--- src/verilog/slcfg_pkg.sv ---
package slcfg_pkg;

  // ****************************************************************
  // register map
  // ****************************************************************
  localparam int          SLCFG_AW          = 8;
  localparam int          SLCFG_DW          = 8;
  localparam logic [7:0]  SLCFG_OFS_OWN     = 8'h00;
  localparam logic [7:0]  SLCFG_OFS_REMOTE  = 8'h01;
  localparam logic [7:0]  SLCFG_OFS_SPREAD  = 8'h02;
  localparam logic [7:0]  SLCFG_OFS_CAL     = 8'h03;
  localparam logic [7:0]  SLCFG_LOCK_LAST   = 8'h1F;

  // ****************************************************************
  // field positions
  // ****************************************************************
  localparam int SLCFG_ADDR_LSB   = 1;
  localparam int SLCFG_LOCK_BIT   = 0;
  localparam int SLCFG_SPREAD_LSB = 5;
  localparam int SLCFG_AUDIO_BIT  = 4;
  localparam int SLCFG_PIX_LSB    = 2;
  localparam int SLCFG_SER_LSB    = 0;
  localparam int SLCFG_RECAL_LSB  = 6;
  localparam int SLCFG_SAWTOOTH_DIVIDER_LSB   = 0;

  // ****************************************************************
  // reset values
  // ****************************************************************
  localparam logic [6:0] SLCFG_OWN_RST    = 7'h40;
  localparam logic [6:0] SLCFG_REMOTE_RST = 7'h48;
  localparam logic [2:0] SLCFG_SPREAD_OFF = 3'h0;
  localparam logic [2:0] SLCFG_SPREAD_LOW = 3'h1;
  localparam logic [1:0] SLCFG_RANGE_AUTO = 2'h3;
  localparam logic [1:0] SLCFG_RECAL_ONCE = 2'h0;
  localparam logic [5:0] SLCFG_SAWTOOTH_DIVIDER_AUTO  = 6'h00;

  // ****************************************************************
  // timing
  // ****************************************************************
  localparam int SLCFG_CLK_PERIOD_NS = 25;
  localparam int SLCFG_RECAL_A_MS    = 2;
  localparam int SLCFG_RECAL_B_MS    = 16;
  localparam int SLCFG_RECAL_C_MS    = 256;
  localparam int SLCFG_CNT_W         = 24;
  localparam int SLCFG_RECAL_A_CYC   = SLCFG_RECAL_A_MS * 1000000 / SLCFG_CLK_PERIOD_NS;
  localparam int SLCFG_RECAL_B_CYC   = SLCFG_RECAL_B_MS * 1000000 / SLCFG_CLK_PERIOD_NS;
  localparam int SLCFG_RECAL_C_CYC   = SLCFG_RECAL_C_MS * 1000000 / SLCFG_CLK_PERIOD_NS;

  // ****************************************************************
  // configuration carrier
  // ****************************************************************
  typedef struct packed {
    logic [6:0] own_address_field;
    logic       config_lock_bit;
    logic [6:0] remote_address_field;
    logic [2:0] spread;
    logic       audio_channel_enable;
    logic [1:0] pixel_clock_range;
    logic [1:0] serial_rate_range;
    logic [1:0] spread_recalibration_interval;
    logic [5:0] sawtooth_divider;
  } slcfg_cfg_t;

endpackage

--- src/verilog/slcfg_regs.sv ---
module slcfg_regs
  import slcfg_pkg::*;
#(
  parameter int RECAL_A_CYC = SLCFG_RECAL_A_CYC,
  parameter int RECAL_B_CYC = SLCFG_RECAL_B_CYC,
  parameter int RECAL_C_CYC = SLCFG_RECAL_C_CYC
) (
  input  wire logic                ref_clk,
  input  wire logic                rst,
  input  wire logic [SLCFG_AW-1:0] addr,
  input  wire logic [SLCFG_DW-1:0] wdata,
  input  wire logic                wr,
  input  wire logic                rd,
  input  wire logic [1:0]          configuration_pins,
  input  wire logic                link_locked,
  output logic      [SLCFG_DW-1:0] rdata_r,
  output slcfg_cfg_t               cfg_r,
  output logic                     spread_on_r,
  output logic                     sawtooth_divider_manual_r,
  output logic                     recal_pulse_r
);

  // ****************************************************************
  // parameter checks
  // ****************************************************************
  if (RECAL_A_CYC < 1 || RECAL_B_CYC < 1 || RECAL_C_CYC < 1 ||
      RECAL_A_CYC >= (1 << SLCFG_CNT_W) || RECAL_B_CYC >= (1 << SLCFG_CNT_W) ||
      RECAL_C_CYC >= (1 << SLCFG_CNT_W)) begin : g_bad_recal
    $error("recalibration periods must lie in 1 .. 2**24-1");
  end

  // ****************************************************************
  // helpers
  // ****************************************************************
  function automatic logic spread_active(input logic [2:0] code);
    spread_active = (code[1:0] != 2'h0);
  endfunction

  function automatic logic [SLCFG_DW-1:0] reg_read(input logic [SLCFG_AW-1:0] a,
                                                   input slcfg_cfg_t c);
    case (a)
      SLCFG_OFS_OWN:    reg_read = {c.own_address_field, c.config_lock_bit};
      SLCFG_OFS_REMOTE: reg_read = {c.remote_address_field, 1'b0};
      SLCFG_OFS_SPREAD: reg_read = {c.spread, c.audio_channel_enable,
                                    c.pixel_clock_range, c.serial_rate_range};
      SLCFG_OFS_CAL:    reg_read = {c.spread_recalibration_interval, c.sawtooth_divider};
      default:          reg_read = 8'h00;
    endcase
  endfunction

  function automatic logic [SLCFG_CNT_W-1:0] recal_period(input logic [1:0] sel);
    case (sel)
      2'h1:    recal_period = SLCFG_CNT_W'(RECAL_A_CYC);
      2'h2:    recal_period = SLCFG_CNT_W'(RECAL_B_CYC);
      2'h3:    recal_period = SLCFG_CNT_W'(RECAL_C_CYC);
      default: recal_period = SLCFG_CNT_W'(1);
    endcase
  endfunction

  // ****************************************************************
  // write path
  // ****************************************************************
  logic       strap_done_r;
  logic       wr_ok;
  slcfg_cfg_t cfg_nxt;

  // the lock range covers every register here, so once set only reset clears it
  assign wr_ok = wr && !cfg_r.config_lock_bit && (addr <= SLCFG_LOCK_LAST);

  always_comb begin
    cfg_nxt = cfg_r;
    if (!strap_done_r) begin
      cfg_nxt.spread = configuration_pins[0] ? SLCFG_SPREAD_LOW : SLCFG_SPREAD_OFF;
    end
    if (wr_ok) begin
      case (addr)
        SLCFG_OFS_OWN: begin
          cfg_nxt.own_address_field = wdata[7:SLCFG_ADDR_LSB];
          cfg_nxt.config_lock_bit   = wdata[SLCFG_LOCK_BIT];
        end
        SLCFG_OFS_REMOTE: begin
          cfg_nxt.remote_address_field = wdata[7:SLCFG_ADDR_LSB];
        end
        SLCFG_OFS_SPREAD: begin
          cfg_nxt.spread               = wdata[7:SLCFG_SPREAD_LSB];
          cfg_nxt.audio_channel_enable = wdata[SLCFG_AUDIO_BIT];
          cfg_nxt.pixel_clock_range    = wdata[SLCFG_PIX_LSB+:2];
          cfg_nxt.serial_rate_range    = wdata[SLCFG_SER_LSB+:2];
        end
        SLCFG_OFS_CAL: begin
          cfg_nxt.spread_recalibration_interval = wdata[SLCFG_RECAL_LSB+:2];
          cfg_nxt.sawtooth_divider              = wdata[SLCFG_SAWTOOTH_DIVIDER_LSB+:6];
        end
        default: begin
        end
      endcase
    end
  end

  // ****************************************************************
  // configuration register
  // ****************************************************************
  always_ff @(posedge ref_clk or posedge rst) begin
    if (rst) begin
      cfg_r.own_address_field             <= SLCFG_OWN_RST;
      cfg_r.config_lock_bit               <= 1'b0;
      cfg_r.remote_address_field          <= SLCFG_REMOTE_RST;
      cfg_r.spread                        <= SLCFG_SPREAD_OFF;
      cfg_r.audio_channel_enable          <= 1'b1;
      cfg_r.pixel_clock_range             <= SLCFG_RANGE_AUTO;
      cfg_r.serial_rate_range             <= SLCFG_RANGE_AUTO;
      cfg_r.spread_recalibration_interval <= SLCFG_RECAL_ONCE;
      cfg_r.sawtooth_divider              <= SLCFG_SAWTOOTH_DIVIDER_AUTO;
      spread_on_r                         <= 1'b0;
      sawtooth_divider_manual_r                       <= 1'b0;
    end else begin
      cfg_r         <= cfg_nxt;
      spread_on_r   <= spread_active(cfg_nxt.spread);
      sawtooth_divider_manual_r <= (cfg_nxt.sawtooth_divider != SLCFG_SAWTOOTH_DIVIDER_AUTO);
    end
  end

  // pins are caught on the first edge after release, never under the async reset
  always_ff @(posedge ref_clk or posedge rst) begin
    if (rst) begin
      strap_done_r <= 1'b0;
    end else begin
      strap_done_r <= 1'b1;
    end
  end

  // ****************************************************************
  // read path
  // ****************************************************************
  always_ff @(posedge ref_clk or posedge rst) begin
    if (rst) begin
      rdata_r <= 8'h00;
    end else if (rd) begin
      rdata_r <= reg_read(addr, cfg_r);
    end else begin
      rdata_r <= 8'h00;
    end
  end

  // ****************************************************************
  // spread recalibration timer
  // ****************************************************************
  logic                   lock_d_r;
  logic [SLCFG_CNT_W-1:0] cnt_r;
  logic                   lock_rise;

  assign lock_rise = link_locked && !lock_d_r;

  always_ff @(posedge ref_clk or posedge rst) begin
    if (rst) begin
      lock_d_r <= 1'b0;
    end else begin
      lock_d_r <= link_locked;
    end
  end

  // a shortened interval restarts at once via >=, no wait for counter wrap
  always_ff @(posedge ref_clk or posedge rst) begin
    if (rst) begin
      cnt_r         <= '0;
      recal_pulse_r <= 1'b0;
    end else if (!link_locked) begin
      cnt_r         <= '0;
      recal_pulse_r <= 1'b0;
    end else if (lock_rise) begin
      cnt_r         <= '0;
      recal_pulse_r <= 1'b1;
    end else if (cfg_r.spread_recalibration_interval == SLCFG_RECAL_ONCE) begin
      cnt_r         <= '0;
      recal_pulse_r <= 1'b0;
    end else if (cnt_r >= recal_period(cfg_r.spread_recalibration_interval) - SLCFG_CNT_W'(1)) begin
      cnt_r         <= '0;
      recal_pulse_r <= 1'b1;
    end else begin
      cnt_r         <= cnt_r + SLCFG_CNT_W'(1);
      recal_pulse_r <= 1'b0;
    end
  end
endmodule // slcfg_regs

--- config.mk ---
export PLATFORM = sky130hd
export DESIGN_NAME = slcfg_regs
export DESIGN_NICKNAME = d
export VERILOG_FILES = /design/src/verilog/slcfg_pkg.sv /design/src/verilog/slcfg_regs.sv
export SDC_FILE = /design/constraint.sdc
export NUM_CORES = 1
export LEC_CHECK = 0
export ABC_AREA = 1
export BUFFER_PORTS_ARGS = -buffer_cell sky130_fd_sc_hd__buf_4
export CORE_MARGIN = 3
export CORE_UTILIZATION = 60
export CTS_BUF_LIST = sky130_fd_sc_hd__clkbuf_2
export CTS_CLUSTER_SIZE = 30
export DETAILED_ROUTE_END_ITERATION = 16
export GPL_TIMING_DRIVEN = 1
export PLACE_DENSITY = 0.82
export SLEW_MARGIN = 20
export SYNTH_ARGS = -nofsm -noshare
export SYNTH_HDL_FRONTEND = slang
export SYNTH_SLANG_ARGS = --single-unit
export TNS_END_PERCENT = 5
--- constraint.sdc ---
create_clock -name ref_clk -period 5.2 [get_ports ref_clk]
set_clock_uncertainty 0.05 [all_clocks]
set_input_delay 0 -clock ref_clk [delete_from_list [all_inputs] [get_ports ref_clk]]
set_output_delay 0 -clock ref_clk [all_outputs]
set_load 0.02 [all_outputs]
# Word-level counts from Yosys, hierarchy flattened

Cells that the tools add are included.

Multiplexer cells: 19
Reductions and logical operators: 13
Order comparisons: 2
Add/sub/neg operators: 2
Eq/ne operators: 6

Operators with widths:

| cell                    | number |
|---|---|
| $mux W24                | 7 |
| $pmux W24 S3            | 1 |
| $pmux W8 S4             | 1 |
| $add A24 B1 Y24 const B | 1 |
| $ge A24 B24 Y1          | 1 |
| $mux W8                 | 3 |
| $sub A24 B1 Y24 const B | 1 |
| $eq A8 B2 Y1 const B    | 2 |
| $mux W16                | 1 |
| $eq A8 B1 Y1 const B    | 1 |
| $le A8 B5 Y1 const B    | 1 |
| $logic_not A8 Y1        | 1 |
| $reduce_and A2 Y1       | 4 |
| $reduce_bool A6 Y1      | 1 |
| $mux W1                 | 5 |
| $eq A2 B2 Y1 const B    | 2 |
| $logic_and A1 B1 Y1     | 3 |
| $mux W3                 | 1 |
| $eq A2 B1 Y1 const B    | 1 |
| $logic_not A1 Y1        | 2 |
| $logic_not A2 Y1        | 1 |
| $reduce_bool A2 Y1      | 1 |

Logic and storage cells: 58
Register bits: 68
Bits of input ports: 23

# Depth between registers and ports, before layout

Gate-level depths: netlist (run 1).

Depth after elaboration: 11
Mapped depth: 16

# Least setup slack after synthesis (run 1)

OpenSTA, ideal clock, no wires.

Path type: register -> register
From: register cfg_r[6] in the netlist's numbering
To: register cnt_r[13]
Stages on the path, launching flop included: 17
Arrival time: 2505 ps
Clock period less this slack: 2626 ps
Required time: 5079 ps
Path buffers: 1
Path slack: 2574 ps
Cell sequence: dfrtp_1 -> inv_1 -> ha_1 -> or2_2 -> ha_1 -> nand2_1 -> nand2_1 -> nand2_1 -> nand2_1 -> nand2_1 -> nand2_1 -> nand2_1 -> nand2_1 -> nor2_4 -> nand2_4 -> buf_6 -> nor2_1

Cells in the longest elaborated chain, start to end: 11
Elaborated cells on any way between the ends: 14
Classes of those cells: add/sub (1); order compare (1); eq/ne (3); mux (8); reduce/logical (1)

RTL lines:

| what                                         | line              | text |
|---|---|---|
| start, declared                              | slcfg_regs.sv:17  | `output slcfg_cfg_t cfg_r,` |
| start signal, assigned                       | slcfg_regs.sv:117 | `cfg_r <= cfg_nxt;` |
| $eq A2 B2 Y1 or $eq A2 B1 Y1 (tied branches) | slcfg_regs.sv:52  | `case (sel)` |
| $pmux W24 S3                                 | slcfg_regs.sv:52  |  |
| $mux W24                                     | slcfg_regs.sv:173 | `end else if (cfg_r.spread_recalibration_interval == SLCFG_RECAL_ONCE) begin` |
| $mux W24                                     | slcfg_regs.sv:170 | `end else if (lock_rise) begin` |
| $mux W24                                     | slcfg_regs.sv:167 | `end else if (!link_locked) begin` |
| $sub A24 B1 Y24                              | slcfg_regs.sv:176 | `end else if (cnt_r >= recal_period(cfg_r.spread_recalibration_interval) - SLCFG_CNT_W'(1)) begin` |
| $ge A24 B24 Y1                               | slcfg_regs.sv:176 |  |
| $mux W24                                     | slcfg_regs.sv:176 |  |
| $mux W24 (*)                                 | slcfg_regs.sv:173 |  |
| $mux W24 (*)                                 | slcfg_regs.sv:170 |  |
| $mux W24 (*)                                 | slcfg_regs.sv:167 |  |
| end signal, assigned                         | slcfg_regs.sv:180 | `cnt_r <= cnt_r + SLCFG_CNT_W'(1);` |
| end, declared                                | slcfg_regs.sv:149 | `logic [SLCFG_CNT_W-1:0] cnt_r;` |

Every way passes the cells marked *; elsewhere a longest branch is shown, timed or not. The select of a mux whose other input is x is not followed.
A chain may end at the register's enable or synchronous reset.

# Final worst setup path (run 1)

From: input port addr[6]
To: register spread_on_r

Cells in the longest elaborated chain, start to end: 4
Elaborated cells on any way between the ends: 6
Classes of those cells: order compare (1); eq/ne (1); mux (2); reduce/logical (2)

RTL lines:

| what                                           | line                               | text |
|---|---|---|
| start, declared                                | slcfg_regs.sv:10                   | `input wire logic [SLCFG_AW-1:0] addr,` |
| $le A8 B5 Y1 or $eq A8 B2 Y1 (tied branches)   | slcfg_regs.sv:68, slcfg_regs.sv:76 |  |
| $logic_and A1 B1 Y1 or $mux W8 (tied branches) | slcfg_regs.sv:68, slcfg_regs.sv:76 |  |
| $mux W16 (*)                                   | slcfg_regs.sv:75                   | `if (wr_ok) begin` |
| $reduce_bool A2 Y1 (*)                         | slcfg_regs.sv:36                   | `spread_active = (code[1:0] != 2'h0);` |
| end signal, assigned                           | slcfg_regs.sv:118                  | `spread_on_r <= spread_active(cfg_nxt.spread);` |
| end, declared                                  | slcfg_regs.sv:18                   | `output logic spread_on_r,` |

Every way passes the cells marked *; elsewhere a longest branch is shown, timed or not.

==> flow_metrics.tcl, run 1 <==
set metrics [dict create \
    cts_made_buffers 9 \
    synthDistinctLibCells 36 \
    timing_worst_slew_pin_value_ps 848.1 \
    n_fill_cell 438 \
    clock_tree_from_tritoncts "done" \
    cts-root-to-sink-buffers 2 \
    detail_route.iter0.violations 263 \
    routed_wirelength_um 10040 \
    postCtsSetupRepairBufs 0 \
    period_minus_slack_ps 2924 \
    htree_levels 3 \
    reg2reg_depth 15 \
    core.rowCount 28 \
    setup_viol 0 \
    insertion_delay_ps 510 \
    vdd.ir_drop.worst_uv 151.8 \
    synthToLayoutAreaGrowth_pct 23.27 \
    worst_ep_arrival_time_ps 3280 \
    route.detailed.drc 0 \
    headroom_to_the_max_slew_limit_pct 43.46 \
    die_width_um 87.17 \
    fin_total_pwr_mw 0.8562 \
    top_usage_layer "met2" \
    cts_repair_resize_count 0 \
    detailroute.via_count 3690 \
    crit-reg2reg-capture "cnt_r[9]" \
    multi_input_area_um2 1972 \
    timing.critical_path.slowest_cell_delay_ps 670 \
    grt_pass1_wl_um 16130 \
    ys_seq_area_share_pct 43.30 \
    grt.total_usage_pct 27.80 \
    regArea_um2 1712 \
    max_cap_violations 0 \
    path_buf_inv 3 \
    setup_total_negative_slack_ps 0 \
    first_pass_iters 5 \
    antenna_left 0 \
    start_kind "input port" \
    dp_hpwl_um 6710 \
    grt.met3_usage_pct 5.203 \
    postSynthRegisterBits 68 \
    antenna_found_initial 0 \
    syn_inst 493 \
    fp.dieArea_um2 7598 \
    largest_net_degree_at_the_start_of_global_routing 69 \
    cp-startpoint "addr[6]" \
    hold_viol_final 0 \
    critical_path_required_ps 5560 \
    rsz0062_at_grt "no" \
    clock_sink_count 68 \
    commonest_cells_after_routing_fill_and_taps_aside "153 x nand2_1, 64 x buf_4, 60 x dfrtp_1, 57 x inv_1, 53 x nor2_1" \
    ctsRootBufferMaster "clkbuf_2" \
    power.density_nw_per_um2 175.7 \
    antenna_cells 0 \
    critical_path.max_fanout 14 \
    avgRoutedWirePerCell_um 14.88 \
    area_of_the_mapped_netlist_um2 3953 \
    clk_pin_slew_worst_paths_ps 190 \
    critical_path.endpoint "spread_on_r" \
    global_route.overflow_total 0 \
    critical_path.cell_chain "dlygate4sd3_1 -> buf_4 -> nor2_4 -> dlygate4sd3_1 -> nand2_4 -> nor3b_2 -> nand3_1 -> nand3_1 -> nand4_1" \
    floorplan.initialDensity_pct 64.47 \
    groute.layer.met2.usage_pct 43.62 \
    status "finished, final reports clean" \
    drive_above_1_share_pct 18.67 \
    r2r_start "cfg_r[6]" \
    core_um2 6131 \
    critical_path_depth 9 \
    critical-path-slowest-cell "nand3_1" \
    synth_area_per_cell_um2 8.017 \
    timing.hold.ws_ps 113.1 \
    synth-warning-count 0 \
    regToRegSetupSlack_ps 2340 \
    gr-usage-met1_pct 37.83 \
    crit_family "simple AND/OR/NAND/NOR gates" \
    maxClockFrequency_mhz 342.0 \
    power.leakage_nw 2.570 \
    min_period_over_period_pct 56.23 \
    cp-end-kind "flip-flop" \
    gp_routability_congestion 0.8545 \
    layout.cells.most_common "nand2_1" \
    main_area_contributors_after_synthesis "dfrtp_1 38%, nand2_1 15%, ha_1 9.8%, inv_1 5.5%, dfstp_2 5.3%" \
    path_class "in2reg" \
    design.final.nets 649 \
    synth_top_cell_by_area "dfrtp_1" \
    finalMaxSlewViolations 0 \
    yosysTopAreaCellShare_pct 37.99 \
    pin_count 65 \
    grt_pass1_vias 3401 \
    input_output_buffers 63 \
    timing.hold.worst.class "in2reg" \
    floorplan.die.height_um 87.17 \
    drt-vias-per-instance 5.467 \
]
-- kinds of logic (layout without fill, tap and decap cells) --
kind of cell | Yosys count | after routing | share of synthesized area (%)
AOI/OAI and AO/OA | 49 | 49 | 6.806
muxes | 1 | 1 | 0.2849
xor gates and xnor gates | 10 | 10 | 2.216
adders and majority gates | 31 | 31 | 9.813
DFF | 68 | 68 | 43.30
other | 1 | 4 | 0.09488
buffers and inverters | 66 | 170 | 7.091
and+or+nand+nor | 267 | 267 | 30.39
-- per-layer routing --
metal / routed length, um / part of all wire (%)
met4: 299 / 3.0
met1: 4260 / 42
met3: 842 / 8.4
met5: 0 / 0
met2: 4641 / 46
-- stage by stage --
stage	worst slack, ps	utilization [%]	instance area, um2	std cells
global placement	2478	73.12	4483	629
CTS	2344	79.47	4872	675
floorplan	2574	-	3964	496
global route	2086	79.47	4872	675
finish	2276	79.47	4872	675
detailed placement	2397	73.12	4483	629
-- final cells by class --
| cell class | instances | area share (%) |
|---|---|---|
| clock inverters | 7 | 0.8988 |
| flip-flops and latches | 68 | 35.13 |
| well taps | 75 | 1.926 |
| inverters | 60 | 4.622 |
| clock buffers | 9 | 0.9245 |
| repair buffers | 94 | 16.02 |
| multi-input cells | 362 | 40.47 |
-- how the worst min path moves through the flow --
stage / slack (ps) / depth (start not counted) / from / to
after CTS: 70 / 2 / link_locked / lock_d_r
after floorplan: -20 / 0 / link_locked / lock_d_r
after detailed placement: 80 / 1 / link_locked / lock_d_r
after global routing: 80 / 2 / link_locked / lock_d_r
after global placement: 80 / 1 / link_locked / lock_d_r
final: 110 / 2 / link_locked / lock_d_r
-- cells in the mapped netlist (all sizes together) --
| library cell | n |
|---|---|
| nand2 | 157 |
| xnor2 | 3 |
| nor4 | 3 |
| a31oi | 3 |
| dfstp | 8 |
| and2 | 1 |
| buf | 6 |
| o22ai | 3 |
| nand4 | 9 |
| nor3 | 10 |
| nor2 | 60 |
| mux2 | 1 |
| dfrtp | 60 |
| inv | 60 |
| conb | 1 |
| a21oi | 8 |
| o21ai | 33 |
| ha | 31 |
| xor2 | 7 |
| nand3 | 24 |
| a21o | 2 |
| or2 | 1 |
| nor3b | 2 |
-- registers in the layout, summed over array words and instances, names as in the netlist --
name	count
lock_d_r	1
spread_on_r	1
cfg_r	31
strap_done_r	1
cnt_r	24
sawtooth_divider_manual_r	1
rdata_r	8
recal_pulse_r	1
-- timing repair --
| action | CTS | global route |
|---|---|---|
| hold buffers | 30 | 0 |
| setup endpoints to repair | 0 | 0 |
| endpoints found under the hold margin | 127 | 0 |
-- where the power goes --
| part | switching [mW] | internal [mW] | total, mW |
|---|---|---|---|
| combinational | 0.0358 | 0.0291 | 0.0649 |
| sequential | 0.00145 | 0.532 | 0.534 |
| clock | 0.197 | 0.0603 | 0.257 |
| total | 0.234 | 0.622 | 0.856 |
-- worst reg2reg max path: cells and delay by family (launching register included) --
kind | cells | cell delay (ps)
buffers and inverters | 1 | 190
DFF | 1 | 490
adders and majority gates | 2 | 650
and+or+nand+nor | 12 | 1410
(Power assumes the default switching activity.)
==> run 2, diff against run 1 <==
--- a/config.mk
+++ b/config.mk
@@ -8,12 +8,12 @@
 export ABC_AREA = 1
 export BUFFER_PORTS_ARGS = -buffer_cell sky130_fd_sc_hd__buf_4
 export CORE_MARGIN = 3
-export CORE_UTILIZATION = 60
+export CORE_UTILIZATION = 53
 export CTS_BUF_LIST = sky130_fd_sc_hd__clkbuf_2
 export CTS_CLUSTER_SIZE = 30
 export DETAILED_ROUTE_END_ITERATION = 16
 export GPL_TIMING_DRIVEN = 1
-export PLACE_DENSITY = 0.82
+export PLACE_DENSITY = 0.77
 export SLEW_MARGIN = 20
 export SYNTH_ARGS = -nofsm -noshare
 export SYNTH_HDL_FRONTEND = slang
==> constraint.sdc (replaced) <==
create_clock -name ref_clk -period 2.54 [get_ports ref_clk]
set_clock_uncertainty 0.05 [all_clocks]
set_input_delay 0 -clock ref_clk [delete_from_list [all_inputs] [get_ports ref_clk]]
set_output_delay 0 -clock ref_clk [all_outputs]
set_load 0.02 [all_outputs]
==> run 2 against run 1 <==
Cell count increased by 4.1%. Core utilization fell by 8.2 points. Sequential share of layout area is 0.85 points lower. Worst setup slack got worse by 2100 ps. Critical endpoint is now cfg_r[13]. Cell area up 2.6%. Power grew 120%. Largest cell class unchanged.
==> flow_metrics.tcl, run 2 (same netlist as run 1, synthesis figures left out) <==
set metrics [dict create \
    status "finished, final reports clean" \
    die_width_um 92.36 \
    critical_path_required_ps 2930 \
    reg2reg_depth 9 \
    insertion_delay_ps 530 \
    floorplan.initialDensity_pct 56.31 \
    antenna_found_initial 0 \
    detailroute.via_count 3730 \
    clock_tree_from_tritoncts "done" \
    power.leakage_nw 2.603 \
    first_pass_iters 4 \
    timing_worst_slew_pin_value_ps 657.9 \
    cts-root-to-sink-buffers 2 \
    dp_slack_ps 82.66 \
    clk_pin_slew_worst_paths_ps 210 \
    vdd.ir_drop.worst_uv 329.2 \
    grt_pass1_wl_um 17380 \
    core_um2 7019 \
    routed_wirelength_um 10290 \
    layout.cells.most_common "nand2_1" \
    layout_setup_ws_ps 163.3 \
    crit-reg2reg-capture "sawtooth_divider_manual_r" \
    rsz0062_at_grt "no" \
    floorplan.die.height_um 92.36 \
    largest_register_ff_count 31 \
    multi_input_area_um2 1992 \
    setup_total_negative_slack_ps 0 \
    grt_pass1_vias 3845 \
    cp-end-kind "flip-flop" \
    clock_sink_count 68 \
    headroom_to_the_max_slew_limit_pct 56.02 \
    n_fill_cell 558 \
    dp_hpwl_um 7198 \
    critical_path.max_fanout 14 \
    avgRoutedWirePerCell_um 14.63 \
    gp_routability_congestion 0.8799 \
    path_class "in2reg" \
    layout.cells.non_filler 703 \
    power.density_nw_per_um2 372.4 \
    r2r_start "cfg_r[23]" \
    cts_made_buffers 9 \
    timing.hold.worst.class "in2async" \
    biggestRegsByFlops "cfg_r (31), cnt_r (24), rdata_r (8)" \
    global_route.overflow_total 0 \
    hold_viol_final 0 \
    max_cap_violations 0 \
    top_register_by_number_of_flip_flops "cfg_r" \
    route.detailed.drc 0 \
    fin_total_pwr_mw 1.862 \
    largest_net_degree_at_the_start_of_global_routing 43 \
    antenna_left 0 \
    pin_count 65 \
    synthToLayoutAreaGrowth_pct 26.50 \
    core.rowCount 30 \
    start_kind "input port" \
    numPlacedInstances 655 \
    maxClockFrequency_mhz 420.7 \
    period_minus_slack_ps 2377 \
    regArea_um2 1714 \
    setup_viol 0 \
    drt-vias-per-instance 5.306 \
    worst_ep_arrival_time_ps 2770 \
    ctsRootBufferMaster "clkbuf_2" \
    design.final.nets 655 \
    grt.total_usage_pct 25.67 \
    min_period_over_period_pct 93.57 \
    regToRegSetupSlack_ps 230 \
    input_output_buffers 63 \
    commonest_cells_after_routing_fill_and_taps_aside "152 x nand2_1, 69 x buf_4, 58 x dfrtp_1, 55 x inv_1, 52 x nor2_1" \
    fp.dieArea_um2 8529 \
    finalMaxSlewViolations 0 \
    detail_route.iter0.violations 173 \
    htree_levels 3 \
    drive_above_1_share_pct 20.79 \
]
==> run 2: changes by cell type in the layout (fill, tap and decap cells not counted), sizes merged <==
cell and change:
diode +1, dlygate4sd3 -1, buf +7, clkinv -2, bufinv +1, clkbuf +1
==> run 2: worst max path at each step <==
stage | slack, ps | start | endpoint | depth (start not counted)
2_1_floorplan | 20 | cfg_r[6] | cnt_r[13] | 16
3_3_place_gp | 130 | cfg_r[6] | cnt_r[22] | 12
3_5_place_dp | 80 | cfg_r[6] | cnt_r[17] | 12
4_1_cts | 50 | cfg_r[6] | cnt_r[3] | 11
5_1_grt | 20 | cfg_r[6] | cnt_r[18] | 16
6_report | 160 | addr[2] | cfg_r[13] | 10
==> run 2: metrics by stage <==
| stage | util [%] | hold WS, ps | instance area, um2 |
|---|---|---|---|
| after floorplan | - | -18.57 | 3966 |
| after global placement | 64.99 | 57.93 | 4562 |
| after detailed placement | 64.99 | 61.70 | 4562 |
| after CTS | 70.64 | 6.737 | 4959 |
| after global routing | 71.19 | 37.51 | 4997 |
| final | 71.23 | 13.67 | 5000 |
==> run 2: worst max-delay path, stage by stage <==
cell	delay, ps
dlygate4sd3_1	540
buf_4	150
nor2_4	120
nand2_1	120
nor3b_2	190
buf_4	210
nand3_1	490
nand2_1	280
nand2_1	80
dlygate4sd3_1	570
==> run 2: metal layers <==
metal	wire (um)	GRT usage [%]	up-vias
li1	-	-	1788
met1	3913	29.58	1775
met2	5190	44.05	128
met3	809	7.230	39
met4	371	11.88	0
met5	0	0	-
==> run 2: cell type report <==
class	instances	share of cell area [%]
clock buffer	10	1.001
clock inverter	6	1.126
sequential	68	34.28
antenna	1	0.05005
multi-input combinational	362	39.84
tap	96	2.402
timing repair buffer	100	16.79
inverter	60	4.505
==> run 2: what timing repair did <==
action	in CTS	in global routing
gates resized for setup	0	8
endpoints found under the hold margin	129	0
setup buffers	0	2
setup endpoints to repair	0	24
hold buffers	29	0
==> run 2: power breakdown <==
part | switching [mW] | internal (mW) | total [mW] | leakage (nW)
sequential | 0.00296 | 1.09 | 1.09 | 0.902
combinational | 0.0731 | 0.0636 | 0.137 | 1.63
clock | 0.409 | 0.223 | 0.632 | 0.0691
total | 0.485 | 1.38 | 1.86 | 2.60
